File: config.mk
export PLATFORM = sky130hd
export DESIGN_NAME = adcs_scan_irq
export DESIGN_NICKNAME = d
export VERILOG_FILES = /design/src/core/adcs_pkg.sv /design/src/core/adcs_scan_irq.sv
export SDC_FILE = /design/constraint.sdc
export NUM_CORES = 2
export LEC_CHECK = 0
export CAP_MARGIN = 20
export CORE_MARGIN = 2
export CORE_UTILIZATION = 50
export DETAILED_ROUTE_END_ITERATION = 8
export DONT_BUFFER_PORTS = 1
export HOLD_SLACK_MARGIN = 0.06
export PLACE_DENSITY = 0.75
export SLEW_MARGIN = 10
export SYNTH_ARGS = -nofsm -noshare
export SYNTH_HDL_FRONTEND = slang
export SYNTH_SLANG_ARGS = --single-unit
File: constraint.sdc
create_clock -name clock_i -period 2.2 [get_ports clock_i]
set_input_delay 0.11 -clock clock_i [delete_from_list [all_inputs] [get_ports clock_i]]
set_output_delay 0.11 -clock clock_i [all_outputs]
set_load 0.02 [all_outputs]
File: src/core/adcs_pkg.sv
// constants, field positions and carrier types of the scan result and flag logic
// assumes one 200 MHz system clock and a classic wishbone master with 32-bit data
// How it works
// - threshold register: bits 15:0 lower limit, bits 31:16 upper limit
// - condition code 0 below, 1 inside, 2 at/above high, 3 outside range
// - scan results land in working registers, copied to results at scan end
// - sixteen regular channels double buffered, injection result single buffered
// - injection config holds input, differential, resolution and sample time choice
// - injection done stores result, sets its done flag, clears start bit
// - injection result carries mirrors of done, range, saturation and collision flags
// - injection has maskable done, range, saturation, collision flags, no overrun
// - interrupt output high while any pending flag has its mask bit high
// - firmware clears a flag by writing one to it after reading data
// - masked status register reads request flags AND mask bits
// - writing one to the force register sets the matching request flag
// - scan done flag rises when the regular result marked last completes a scan
// - with output enable bit 31 set, scan done pulses fabric for two cycles
// - scan completing with scan done still set raises overrun, results overwritten
// - trigger during a scan is deferred and flags collision unless level mode
// - separate collision flags for fabric trigger and injection channel
// - level fabric trigger never sets the fabric collision flag
// - start bit 31 requests injection; follow bit 30 runs it after a scan
// - when injection follows a scan, scan done rises as injection starts
// - range check on final channel result right away, same format as thresholds
// - saturation checks each raw sample for min or max code of its resolution
package adcs_pkg;
  localparam logic [7:0] ADR_THRES = 8'h00;
  localparam logic [7:0] ADR_INJ_CFG = 8'h04;
  localparam logic [7:0] ADR_SAMPLE_CTRL = 8'h08;
  localparam logic [7:0] ADR_IRQ_REQ = 8'h0C;
  localparam logic [7:0] ADR_IRQ_MASK = 8'h10;
  localparam logic [7:0] ADR_IRQ_MASKED = 8'h14;
  localparam logic [7:0] ADR_IRQ_FORCE = 8'h18;
  localparam logic [7:0] ADR_CH_FLAG = 8'h1C;
  localparam logic [7:0] ADR_CH_MASK = 8'h20;
  localparam logic [7:0] ADR_INJECTED_RESULT = 8'h24;
  localparam logic [7:0] ADR_STATUS = 8'h28;
  localparam logic [1:0] ADR_RESULT_PAGE = 2'h1;
  localparam int NUM_CH = 16;
  localparam int NUM_IRQ = 7;
  localparam logic [4:0] INJ_CHAN = 5'h10;
  localparam int THR_LO_LSB = 0;
  localparam int THR_HI_LSB = 16;
  localparam int INJ_START_BIT = 31;
  localparam int INJ_FOLLOW_BIT = 30;
  localparam int SCTL_FAB_OUT_BIT = 31;
  localparam int SCTL_CONT_BIT = 0;
  localparam int SCTL_LEVEL_BIT = 1;
  localparam int SCTL_COND_LSB = 2;
  localparam int IRQ_SCAN_DONE = 0;
  localparam int IRQ_OVERRUN = 1;
  localparam int IRQ_FAB_COLL = 2;
  localparam int IRQ_INJ_COLL = 3;
  localparam int IRQ_INJ_DONE = 4;
  localparam int IRQ_INJ_RANGE = 5;
  localparam int IRQ_INJ_SAT = 6;
  localparam int INJR_COLL_BIT = 28;
  localparam int INJR_SAT_BIT = 29;
  localparam int INJR_RANGE_BIT = 30;
  localparam int INJR_VALID_BIT = 31;
  localparam logic [31:0] RST_THRES = 32'h0000_0000;
  localparam logic [31:0] RST_INJ_CFG = 32'h4000_0000;
  localparam logic [31:0] RST_SAMPLE_CTRL = 32'h0000_0000;
  localparam logic [31:0] RST_CH_MASK = 32'h0000_0000;
  localparam logic [NUM_IRQ-1:0] RST_IRQ_MASK = 7'h00;
  localparam logic [1:0] COND_BELOW = 2'h0;
  localparam logic [1:0] COND_INSIDE = 2'h1;
  localparam logic [1:0] COND_ABOVE = 2'h2;
  localparam logic [1:0] RES_12 = 2'h0;
  localparam logic [1:0] RES_10 = 2'h1;
  localparam logic [1:0] RES_8 = 2'h2;
  localparam logic [1:0] SCAN_DONE_OUT_CYCLES = 2'h2;

  typedef struct packed {
    logic raw_valid;
    logic res_valid;
    logic [4:0] chan;
    logic last;
    logic [1:0] res_sel;
    logic [11:0] raw;
    logic [15:0] result;
  } adcs_sample_t;

  typedef struct packed {
    logic [3:0] input_sel;
    logic diff;
    logic alt_res;
    logic [1:0] sample_time;
  } adcs_inj_cfg_t;
endpackage

File: src/core/adcs_scan_irq.sv
// scan sequencing, double buffered results, range and saturation checks and flags
// assumes the converter core answers scan_start_o and inj_conv_o with samples on conv_i
//
// Decided for this implementation: the register offsets and the Wishbone slave port.
`timescale 1ns/1ps
module adcs_scan_irq
  import adcs_pkg::*;
(
  input wire logic clock_i,
  input wire logic nrst_i,
  input wire logic wb_cyc_i,
  input wire logic wb_stb_i,
  input wire logic wb_we_i,
  input wire logic [7:0] wb_adr_i,
  input wire logic [3:0] wb_sel_i,
  input wire logic [31:0] wb_dat_i,
  output logic wb_ack_o,
  output logic [31:0] wb_dat_o,
  input wire adcs_sample_t conv_i,
  input wire logic fabric_trig_i,
  output logic scan_start_o,
  output logic inj_conv_o,
  output logic scan_done_fabric_o,
  output logic irq_o,
  output logic busy_o,
  output adcs_inj_cfg_t inj_cfg_o
);
  typedef enum logic [1:0] {ST_IDLE, ST_SCAN, ST_INJ} adcs_state_t;

  function automatic logic [31:0] lane_mask(input logic [3:0] sel);
    lane_mask = {{8{sel[3]}}, {8{sel[2]}}, {8{sel[1]}}, {8{sel[0]}}};
  endfunction

  // unsigned compare; thresholds must be in the same format as the results
  function automatic logic range_hit(input logic [1:0] cond, input logic [15:0] v,
                                     input logic [31:0] thr);
    logic lo;
    logic hi;
    lo = v < thr[THR_LO_LSB +: 16];
    hi = v >= thr[THR_HI_LSB +: 16];
    case (cond)
      COND_BELOW: range_hit = lo;
      COND_INSIDE: range_hit = !lo && !hi;
      COND_ABOVE: range_hit = hi;
      default: range_hit = lo || hi;
    endcase
  endfunction

  function automatic logic sat_hit(input logic [1:0] res, input logic [11:0] raw);
    case (res)
      RES_10: sat_hit = (raw[9:0] == 10'h000) || (raw[9:0] == 10'h3FF);
      RES_8: sat_hit = (raw[7:0] == 8'h00) || (raw[7:0] == 8'hFF);
      default: sat_hit = (raw == 12'h000) || (raw == 12'hFFF);
    endcase
  endfunction

  adcs_state_t state_q;
  logic [31:0] thres_q;
  logic [31:0] inj_cfg_q;
  logic [31:0] sctl_q;
  logic [NUM_IRQ-1:0] irq_req_q;
  logic [NUM_IRQ-1:0] irq_mask_q;
  logic [31:0] ch_flag_q;
  logic [31:0] ch_mask_q;
  logic [15:0] work_q [NUM_CH];
  logic [15:0] result_q [NUM_CH];
  logic [15:0] inj_res_q;
  logic fab_prev_q;
  logic trig_pend_q;
  logic [1:0] fab_out_cnt_q;
  logic [31:0] rdata;
  logic req;
  logic wr;
  logic [31:0] wm;
  logic [31:0] wd;
  logic busy;
  logic level_mode;
  logic fab_edge;
  logic fab_coll;
  logic inj_coll;
  logic res_reg;
  logic last_reg;
  logic inj_done;
  logic inj_raw;
  logic inj_arm;
  logic start_scan;
  logic start_inj_now;
  logic [NUM_IRQ-1:0] irq_set;
  logic [31:0] ch_set;

  assign req = wb_cyc_i && wb_stb_i;
  // writes take effect on the edge after the one that raises ack, as the master samples it
  assign wr = req && wb_we_i && wb_ack_o;
  assign wm = lane_mask(wb_sel_i);
  assign wd = wb_dat_i & wm;
  assign busy = state_q != ST_IDLE;
  assign level_mode = sctl_q[SCTL_LEVEL_BIT];
  assign fab_edge = fabric_trig_i && !fab_prev_q;
  assign fab_coll = !level_mode && fab_edge && busy;
  // a start request without follow mode collides with a running scan
  assign inj_coll = wr && (wb_adr_i == ADR_INJ_CFG) && wd[INJ_START_BIT]
                    && !(wb_dat_i[INJ_FOLLOW_BIT] && wm[INJ_FOLLOW_BIT])
                    && !inj_cfg_q[INJ_START_BIT] && busy;
  assign res_reg = conv_i.res_valid && !conv_i.chan[4] && state_q == ST_SCAN;
  assign last_reg = res_reg && conv_i.last;
  assign inj_done = conv_i.res_valid && conv_i.chan == INJ_CHAN && state_q == ST_INJ;
  assign inj_raw = conv_i.raw_valid && conv_i.chan == INJ_CHAN;
  assign inj_arm = inj_cfg_q[INJ_START_BIT];
  assign start_inj_now = state_q == ST_IDLE && inj_arm && !inj_cfg_q[INJ_FOLLOW_BIT];
  assign start_scan = state_q == ST_IDLE && !start_inj_now
                      && (trig_pend_q || (level_mode && fabric_trig_i)
                          || sctl_q[SCTL_CONT_BIT]);

  always_comb
  begin
    irq_set = '0;
    irq_set[IRQ_SCAN_DONE] = last_reg;
    irq_set[IRQ_OVERRUN] = last_reg && irq_req_q[IRQ_SCAN_DONE];
    irq_set[IRQ_FAB_COLL] = fab_coll;
    irq_set[IRQ_INJ_COLL] = inj_coll;
    irq_set[IRQ_INJ_DONE] = inj_done;
    irq_set[IRQ_INJ_RANGE] = inj_done
                             && range_hit(sctl_q[SCTL_COND_LSB +: 2], conv_i.result, thres_q);
    irq_set[IRQ_INJ_SAT] = inj_raw && sat_hit(conv_i.res_sel, conv_i.raw);
  end

  genvar gi;
  generate
    for (gi = 0; gi < NUM_CH; gi++)
    begin : g_ch
      localparam logic [3:0] CH_IDX = 4'(gi);
      // range is judged per channel result, not held back until scan end
      assign ch_set[gi] = res_reg && conv_i.chan[3:0] == CH_IDX
                          && range_hit(sctl_q[SCTL_COND_LSB +: 2], conv_i.result,
                                       thres_q);
      assign ch_set[NUM_CH + gi] = conv_i.raw_valid && conv_i.chan == {1'b0, CH_IDX}
                                   && sat_hit(conv_i.res_sel, conv_i.raw);

      always_ff @(posedge clock_i or negedge nrst_i)
      begin
        if (!nrst_i)
        begin
          work_q[gi] <= 16'h0000;
          result_q[gi] <= 16'h0000;
        end
        else
        begin
          if (res_reg && conv_i.chan[3:0] == CH_IDX)
            work_q[gi] <= conv_i.result;
          // the last channel's value bypasses the working copy on the copy edge
          if (last_reg)
            result_q[gi] <= (conv_i.chan[3:0] == CH_IDX) ? conv_i.result
                                                          : work_q[gi];
        end
      end
    end
  endgenerate

  always_ff @(posedge clock_i or negedge nrst_i)
  begin
    if (!nrst_i)
    begin
      state_q <= ST_IDLE;
      scan_start_o <= 1'b0;
      inj_conv_o <= 1'b0;
    end
    else
    begin
      scan_start_o <= 1'b0;
      inj_conv_o <= 1'b0;
      case (state_q)
        ST_IDLE:
        begin
          if (start_inj_now)
          begin
            state_q <= ST_INJ;
            inj_conv_o <= 1'b1;
          end
          else if (start_scan)
          begin
            state_q <= ST_SCAN;
            scan_start_o <= 1'b1;
          end
        end
        ST_SCAN:
        begin
          if (last_reg && inj_arm)
          begin
            state_q <= ST_INJ;
            inj_conv_o <= 1'b1;
          end
          else if (last_reg)
            state_q <= ST_IDLE;
        end
        ST_INJ:
        begin
          if (inj_done)
            state_q <= ST_IDLE;
        end
        default: state_q <= ST_IDLE;
      endcase
    end
  end

  // pulse triggers are remembered so a busy sequencer runs them afterwards
  always_ff @(posedge clock_i or negedge nrst_i)
  begin
    if (!nrst_i)
    begin
      fab_prev_q <= 1'b0;
      trig_pend_q <= 1'b0;
    end
    else
    begin
      fab_prev_q <= fabric_trig_i;
      if (!level_mode && fab_edge)
        trig_pend_q <= 1'b1;
      else if (start_scan)
        trig_pend_q <= 1'b0;
    end
  end

  always_ff @(posedge clock_i or negedge nrst_i)
  begin
    if (!nrst_i)
    begin
      thres_q <= RST_THRES;
      sctl_q <= RST_SAMPLE_CTRL;
      irq_mask_q <= RST_IRQ_MASK;
      ch_mask_q <= RST_CH_MASK;
    end
    else if (wr)
    begin
      case (wb_adr_i)
        ADR_THRES: thres_q <= (thres_q & ~wm) | wd;
        ADR_SAMPLE_CTRL: sctl_q <= (sctl_q & ~wm) | wd;
        ADR_IRQ_MASK: irq_mask_q <= (irq_mask_q & ~wm[NUM_IRQ-1:0]) | wd[NUM_IRQ-1:0];
        ADR_CH_MASK: ch_mask_q <= (ch_mask_q & ~wm) | wd;
        default: thres_q <= thres_q;
      endcase
    end
  end

  always_ff @(posedge clock_i or negedge nrst_i)
  begin
    if (!nrst_i)
      inj_cfg_q <= RST_INJ_CFG;
    else if (wr && wb_adr_i == ADR_INJ_CFG)
      inj_cfg_q <= (inj_cfg_q & ~wm) | wd;
    else if (inj_done)
      inj_cfg_q[INJ_START_BIT] <= 1'b0;
  end

  // flags: set wins over a same-cycle write-one clear
  always_ff @(posedge clock_i or negedge nrst_i)
  begin
    if (!nrst_i)
    begin
      irq_req_q <= '0;
      ch_flag_q <= 32'h0000_0000;
    end
    else
    begin
      irq_req_q <= (irq_req_q & ~((wr && wb_adr_i == ADR_IRQ_REQ) ? wd[NUM_IRQ-1:0] : '0))
                   | ((wr && wb_adr_i == ADR_IRQ_FORCE) ? wd[NUM_IRQ-1:0] : '0)
                   | irq_set;
      ch_flag_q <= (ch_flag_q & ~((wr && wb_adr_i == ADR_CH_FLAG) ? wd : 32'h0000_0000))
                   | ch_set;
    end
  end

  always_ff @(posedge clock_i or negedge nrst_i)
  begin
    if (!nrst_i)
      inj_res_q <= 16'h0000;
    else if (inj_done)
      inj_res_q <= conv_i.result;
  end

  always_ff @(posedge clock_i or negedge nrst_i)
  begin
    if (!nrst_i)
    begin
      fab_out_cnt_q <= 2'h0;
      scan_done_fabric_o <= 1'b0;
    end
    else
    begin
      if (last_reg && sctl_q[SCTL_FAB_OUT_BIT])
      begin
        fab_out_cnt_q <= SCAN_DONE_OUT_CYCLES - 2'h1;
        scan_done_fabric_o <= 1'b1;
      end
      else if (fab_out_cnt_q != 2'h0)
        fab_out_cnt_q <= fab_out_cnt_q - 2'h1;
      else
        scan_done_fabric_o <= 1'b0;
    end
  end

  always_ff @(posedge clock_i or negedge nrst_i)
  begin
    if (!nrst_i)
    begin
      irq_o <= 1'b0;
      busy_o <= 1'b0;
    end
    else
    begin
      irq_o <= |(irq_req_q & irq_mask_q) || |(ch_flag_q & ch_mask_q);
      busy_o <= busy;
    end
  end

  assign inj_cfg_o = inj_cfg_q[7:0];

  always_comb
  begin
    rdata = 32'h0000_0000;
    if (wb_adr_i[7:6] == ADR_RESULT_PAGE)
      rdata[15:0] = result_q[wb_adr_i[5:2]];
    else
    begin
      case (wb_adr_i)
        ADR_THRES: rdata = thres_q;
        ADR_INJ_CFG: rdata = inj_cfg_q;
        ADR_SAMPLE_CTRL: rdata = sctl_q;
        ADR_IRQ_REQ, ADR_IRQ_FORCE: rdata[NUM_IRQ-1:0] = irq_req_q;
        ADR_IRQ_MASK: rdata[NUM_IRQ-1:0] = irq_mask_q;
        ADR_IRQ_MASKED: rdata[NUM_IRQ-1:0] = irq_req_q & irq_mask_q;
        ADR_CH_FLAG: rdata = ch_flag_q;
        ADR_CH_MASK: rdata = ch_mask_q;
        ADR_INJECTED_RESULT:
        begin
          rdata[15:0] = inj_res_q;
          rdata[INJR_COLL_BIT] = irq_req_q[IRQ_INJ_COLL];
          rdata[INJR_SAT_BIT] = irq_req_q[IRQ_INJ_SAT];
          rdata[INJR_RANGE_BIT] = irq_req_q[IRQ_INJ_RANGE];
          rdata[INJR_VALID_BIT] = irq_req_q[IRQ_INJ_DONE];
        end
        ADR_STATUS: rdata[2:0] = {inj_arm, trig_pend_q, busy};
        default: rdata = 32'h0000_0000;
      endcase
    end
  end

  // one wait state; unmapped addresses are acked and read as zero
  always_ff @(posedge clock_i or negedge nrst_i)
  begin
    if (!nrst_i)
    begin
      wb_ack_o <= 1'b0;
      wb_dat_o <= 32'h0000_0000;
    end
    else
    begin
      wb_ack_o <= req && !wb_ack_o;
      if (req && !wb_ack_o && !wb_we_i)
        wb_dat_o <= rdata;
    end
  end
endmodule

==> impl_metrics.env <==
export IMPL_status="finished with violations"
export IMPL_violations="negative hold slack, max-slew violations, negative setup slack"
export IMPL_fmax_mhz=428.3
export IMPL_clk_latency_ps=650
export IMPL_cts_sinks=746
export IMPL_final_area_um2=40940
export IMPL_peakVddDrop_mv=0.5425
export IMPL_synthToLayoutAreaGrowth_pct=16.49
export IMPL_skew_ps=31.68
export IMPL_die_area_um2=72420
export IMPL_r2r_end="irq_req_q[5]$_DFF_PN0_"
export IMPL_dr_pass1_iters=6
export IMPL_rr_worst_depth=9
export IMPL_synth_area_leaders="dfrtp_1 (53%), mux2_2 (11%), mux2i_1 (7.4%)"
export IMPL_synth_cell_area_um2=35140
export IMPL_period_needed_ps=2335
export IMPL_syn_nets=3087
export IMPL_gp_congestion=1.029
export IMPL_grt_max_degree=747
export IMPL_crit_required_ps=2700
export IMPL_vias=25620
export IMPL_grt_overflow=0
export IMPL_cp_arrival_ps=2840
export IMPL_viasPerCell=6.244
export IMPL_grt_pass1_vias=26210
export IMPL_synth_edf_count=0
export IMPL_setup_worst_path_start_class="register"
export IMPL_cts_tree="built"
export IMPL_setup_tns_ps=-4198
export IMPL_routed_wl_um=113700
export IMPL_avgSynthCellArea_um2=11.85
export IMPL_clock_root_buffer="clkbuf_16"
export IMPL_ys_types=76
export IMPL_die_x_um=269.1
export IMPL_path_max_fanout=17
export IMPL_ioPinCount=134
export IMPL_power_density_nw_per_um2=821.1
export IMPL_coreArea_um2=69790
export IMPL_tightest_slew_ps=3943
export IMPL_ys_warn_count=0
export IMPL_drt_iter0_markers=2640
export IMPL_final_nets=3218
export IMPL_synthArstFlopShare_pct=100.0
export IMPL_timing_final_ws_setup_ps=-135.0
export IMPL_rsz0062_at_grt="true"
export IMPL_slew_violations=602
export IMPL_portBuffers=0
export IMPL_initial_utilization_pct=50.36
export IMPL_clk_path_buf_depth=3
export IMPL_grt_pass1_wl_um=169600
export IMPL_p_leak_nw=18.79
export IMPL_synth_largest_area_cell="dfrtp_1"
export IMPL_num_rows=97
export IMPL_synth_top_area_share_pct=53.05
export IMPL_grt_usage_pct=31.27
export IMPL_ys_flop_type="dfrtp_1"
export IMPL_synth_seq_area_share_pct=53.12
export IMPL_dpl_cell_area_um2=36770
export IMPL_setup_viol=110
export IMPL_numCtsBuffers=79
export IMPL_drc=0
export IMPL_syn_inst=2965
export IMPL_ctsHoldBuffers=111
export IMPL_dp_hpwl_um=71890
export IMPL_synth_seq_cells=746
export IMPL_whs_ps=-818.3
export IMPL_final_hold_violation_count=521
export IMPL_cts_htree_levels=3
export IMPL_clk_transition_reported_paths_ps=60
export IMPL_critPathCaptureType="register"
export IMPL_max_cap_violations=0
export IMPL_drtAntennaViolNets=0
export IMPL_drive_gt1_share_pct=25.70
export IMPL_period_share_pct=106.1
export IMPL_wire_per_inst_um=27.70
export IMPL_relSlewSlack_pct=-162.9
export IMPL_grt_antenna_before_repair=5
export IMPL_ff2ff_setup_slack_ps=-130
export IMPL_die_y_um=269.1
export IMPL_crit_type="reg2reg"
export IMPL_hold_path_class="in2async"
[metal layers]
metal	track usage, %	wire length [µm]	vias up
met5	0	15	-
met4	16.11	6336	2
met3	5.895	8222	333
met2	50.65	54230	1169
met1	40.28	44850	13220
li1	-	-	10900
[worst max-delay path, stage by stage (launching register included)]
cell	delay, ps
dfrtp_1	360
inv_2	50
ha_4	260
nand4_1	130
nor3_2	180
or4b_4	550
and3_4	210
a31oi_4	180
buf_12	180
o31ai_1	90
[where the power goes]
group | leakage, nW | switching [W] | internal, W
logic | 7.46 | 0.00182 | 0.00170
registers | 9.99 | 0.00108 | 0.0150
clock network | 1.35 | 0.00577 | 0.00822
total | 18.8 | 0.00868 | 0.0249
[cell usage after synthesis, drive strengths merged (20+ instances only)]
cell type and count:
a21oi 290, mux2 376, ha 34, nor2 332, mux4 78, buf 134
nand3 20, a31oi 28, dfrtp 745, mux2i 260, nand2 200, o21ai 61
inv 54, clkbuf 98, a22oi 53
[cell type report]
class / instances / area [µm²]
diodes: 4 / 10.01
flip-flops and latches: 746 / 18670
well taps: 940 / 1176
repair buffers: 282 / 2793
clock inverters: 35 / 462.9
multi-input cells: 1932 / 15340
inverters: 55 / 211.5
fillers: 5465 / 28850
clock buffers: 109 / 2271
[kinds of logic (layout without fill, tap and decap cells)]
kind of cell | count (synthesis) | count (layout) | synth area share [%]
buf+inv | 287 | 481 | 3.660
mux | 714 | 714 | 24.45
compound gates | 533 | 533 | 9.453
fa+ha+maj | 34 | 34 | 1.211
other cells | 0 | 4 | 0
flops | 746 | 746 | 53.12
simple gates | 649 | 649 | 8.050
xor+xnor | 2 | 2 | 0.04985
[stage by stage]
stage | setup WS [ps] | instances | total power [W] | utilization (%) | hold WS [ps]
final | -135.0 | 4103 | 0.03361 | 58.66 | -818.3
after global routing | -249.9 | 4102 | 0.03480 | 58.66 | -840.3
after CTS | -137.6 | 4097 | 0.03374 | 58.52 | -836.8
after detailed placement | -255.8 | 3841 | 0.01925 | 52.70 | -162.9
after global placement | -198.1 | 3841 | 0.01900 | 52.70 | -162.4
after floorplan | 7.894 | 2965 | 0.01834 | - | -185.6
[layout by cell type, fill, tap and decap left out, drive strengths merged, types with 16 or more instances in the layout]
cell type      n
a21oi        290
a221oi        17
a222oi        16
a22oi         53
a31oi         28
buf          188
clkbuf       109
clkinv        23
dfrtp        745
dlygate4sd3   92
ha            34
inv           56
mux2         376
mux2i        260
mux4          78
nand2        200
nand3         20
nand4         16
nor2         332
nor3          16
o21ai         61
o31ai         17
[worst max path at each step]
| stage | start | endpoint | slack (ps) | cells after the start |
|---|---|---|---|---|
| final | register | irq_req_q[5]$_DFF_PN0_ | -130 | 9 |
| after global routing | register | irq_req_q[5]$_DFF_PN0_ | -250 | 11 |
| after CTS | register | irq_req_q[5]$_DFF_PN0_ | -140 | 9 |
| after detailed placement | register | irq_req_q[5]$_DFF_PN0_ | -260 | 9 |
| after global placement | register | irq_req_q[5]$_DFF_PN0_ | -200 | 9 |
| after floorplan | register | ch_flag_q[12]$_DFF_PN0_ | 8 | 9 |
[timing repair]
item | in CTS | in global routing
resized for setup | 7 | 16
endpoints found under the setup margin | 41 | 45
hold endpoints to repair | 1478 | 752
gates cloned | 0 | 0
buffers inserted | 1 | 2
pin swaps | 0 | 4
(Power assumes the default switching activity.)
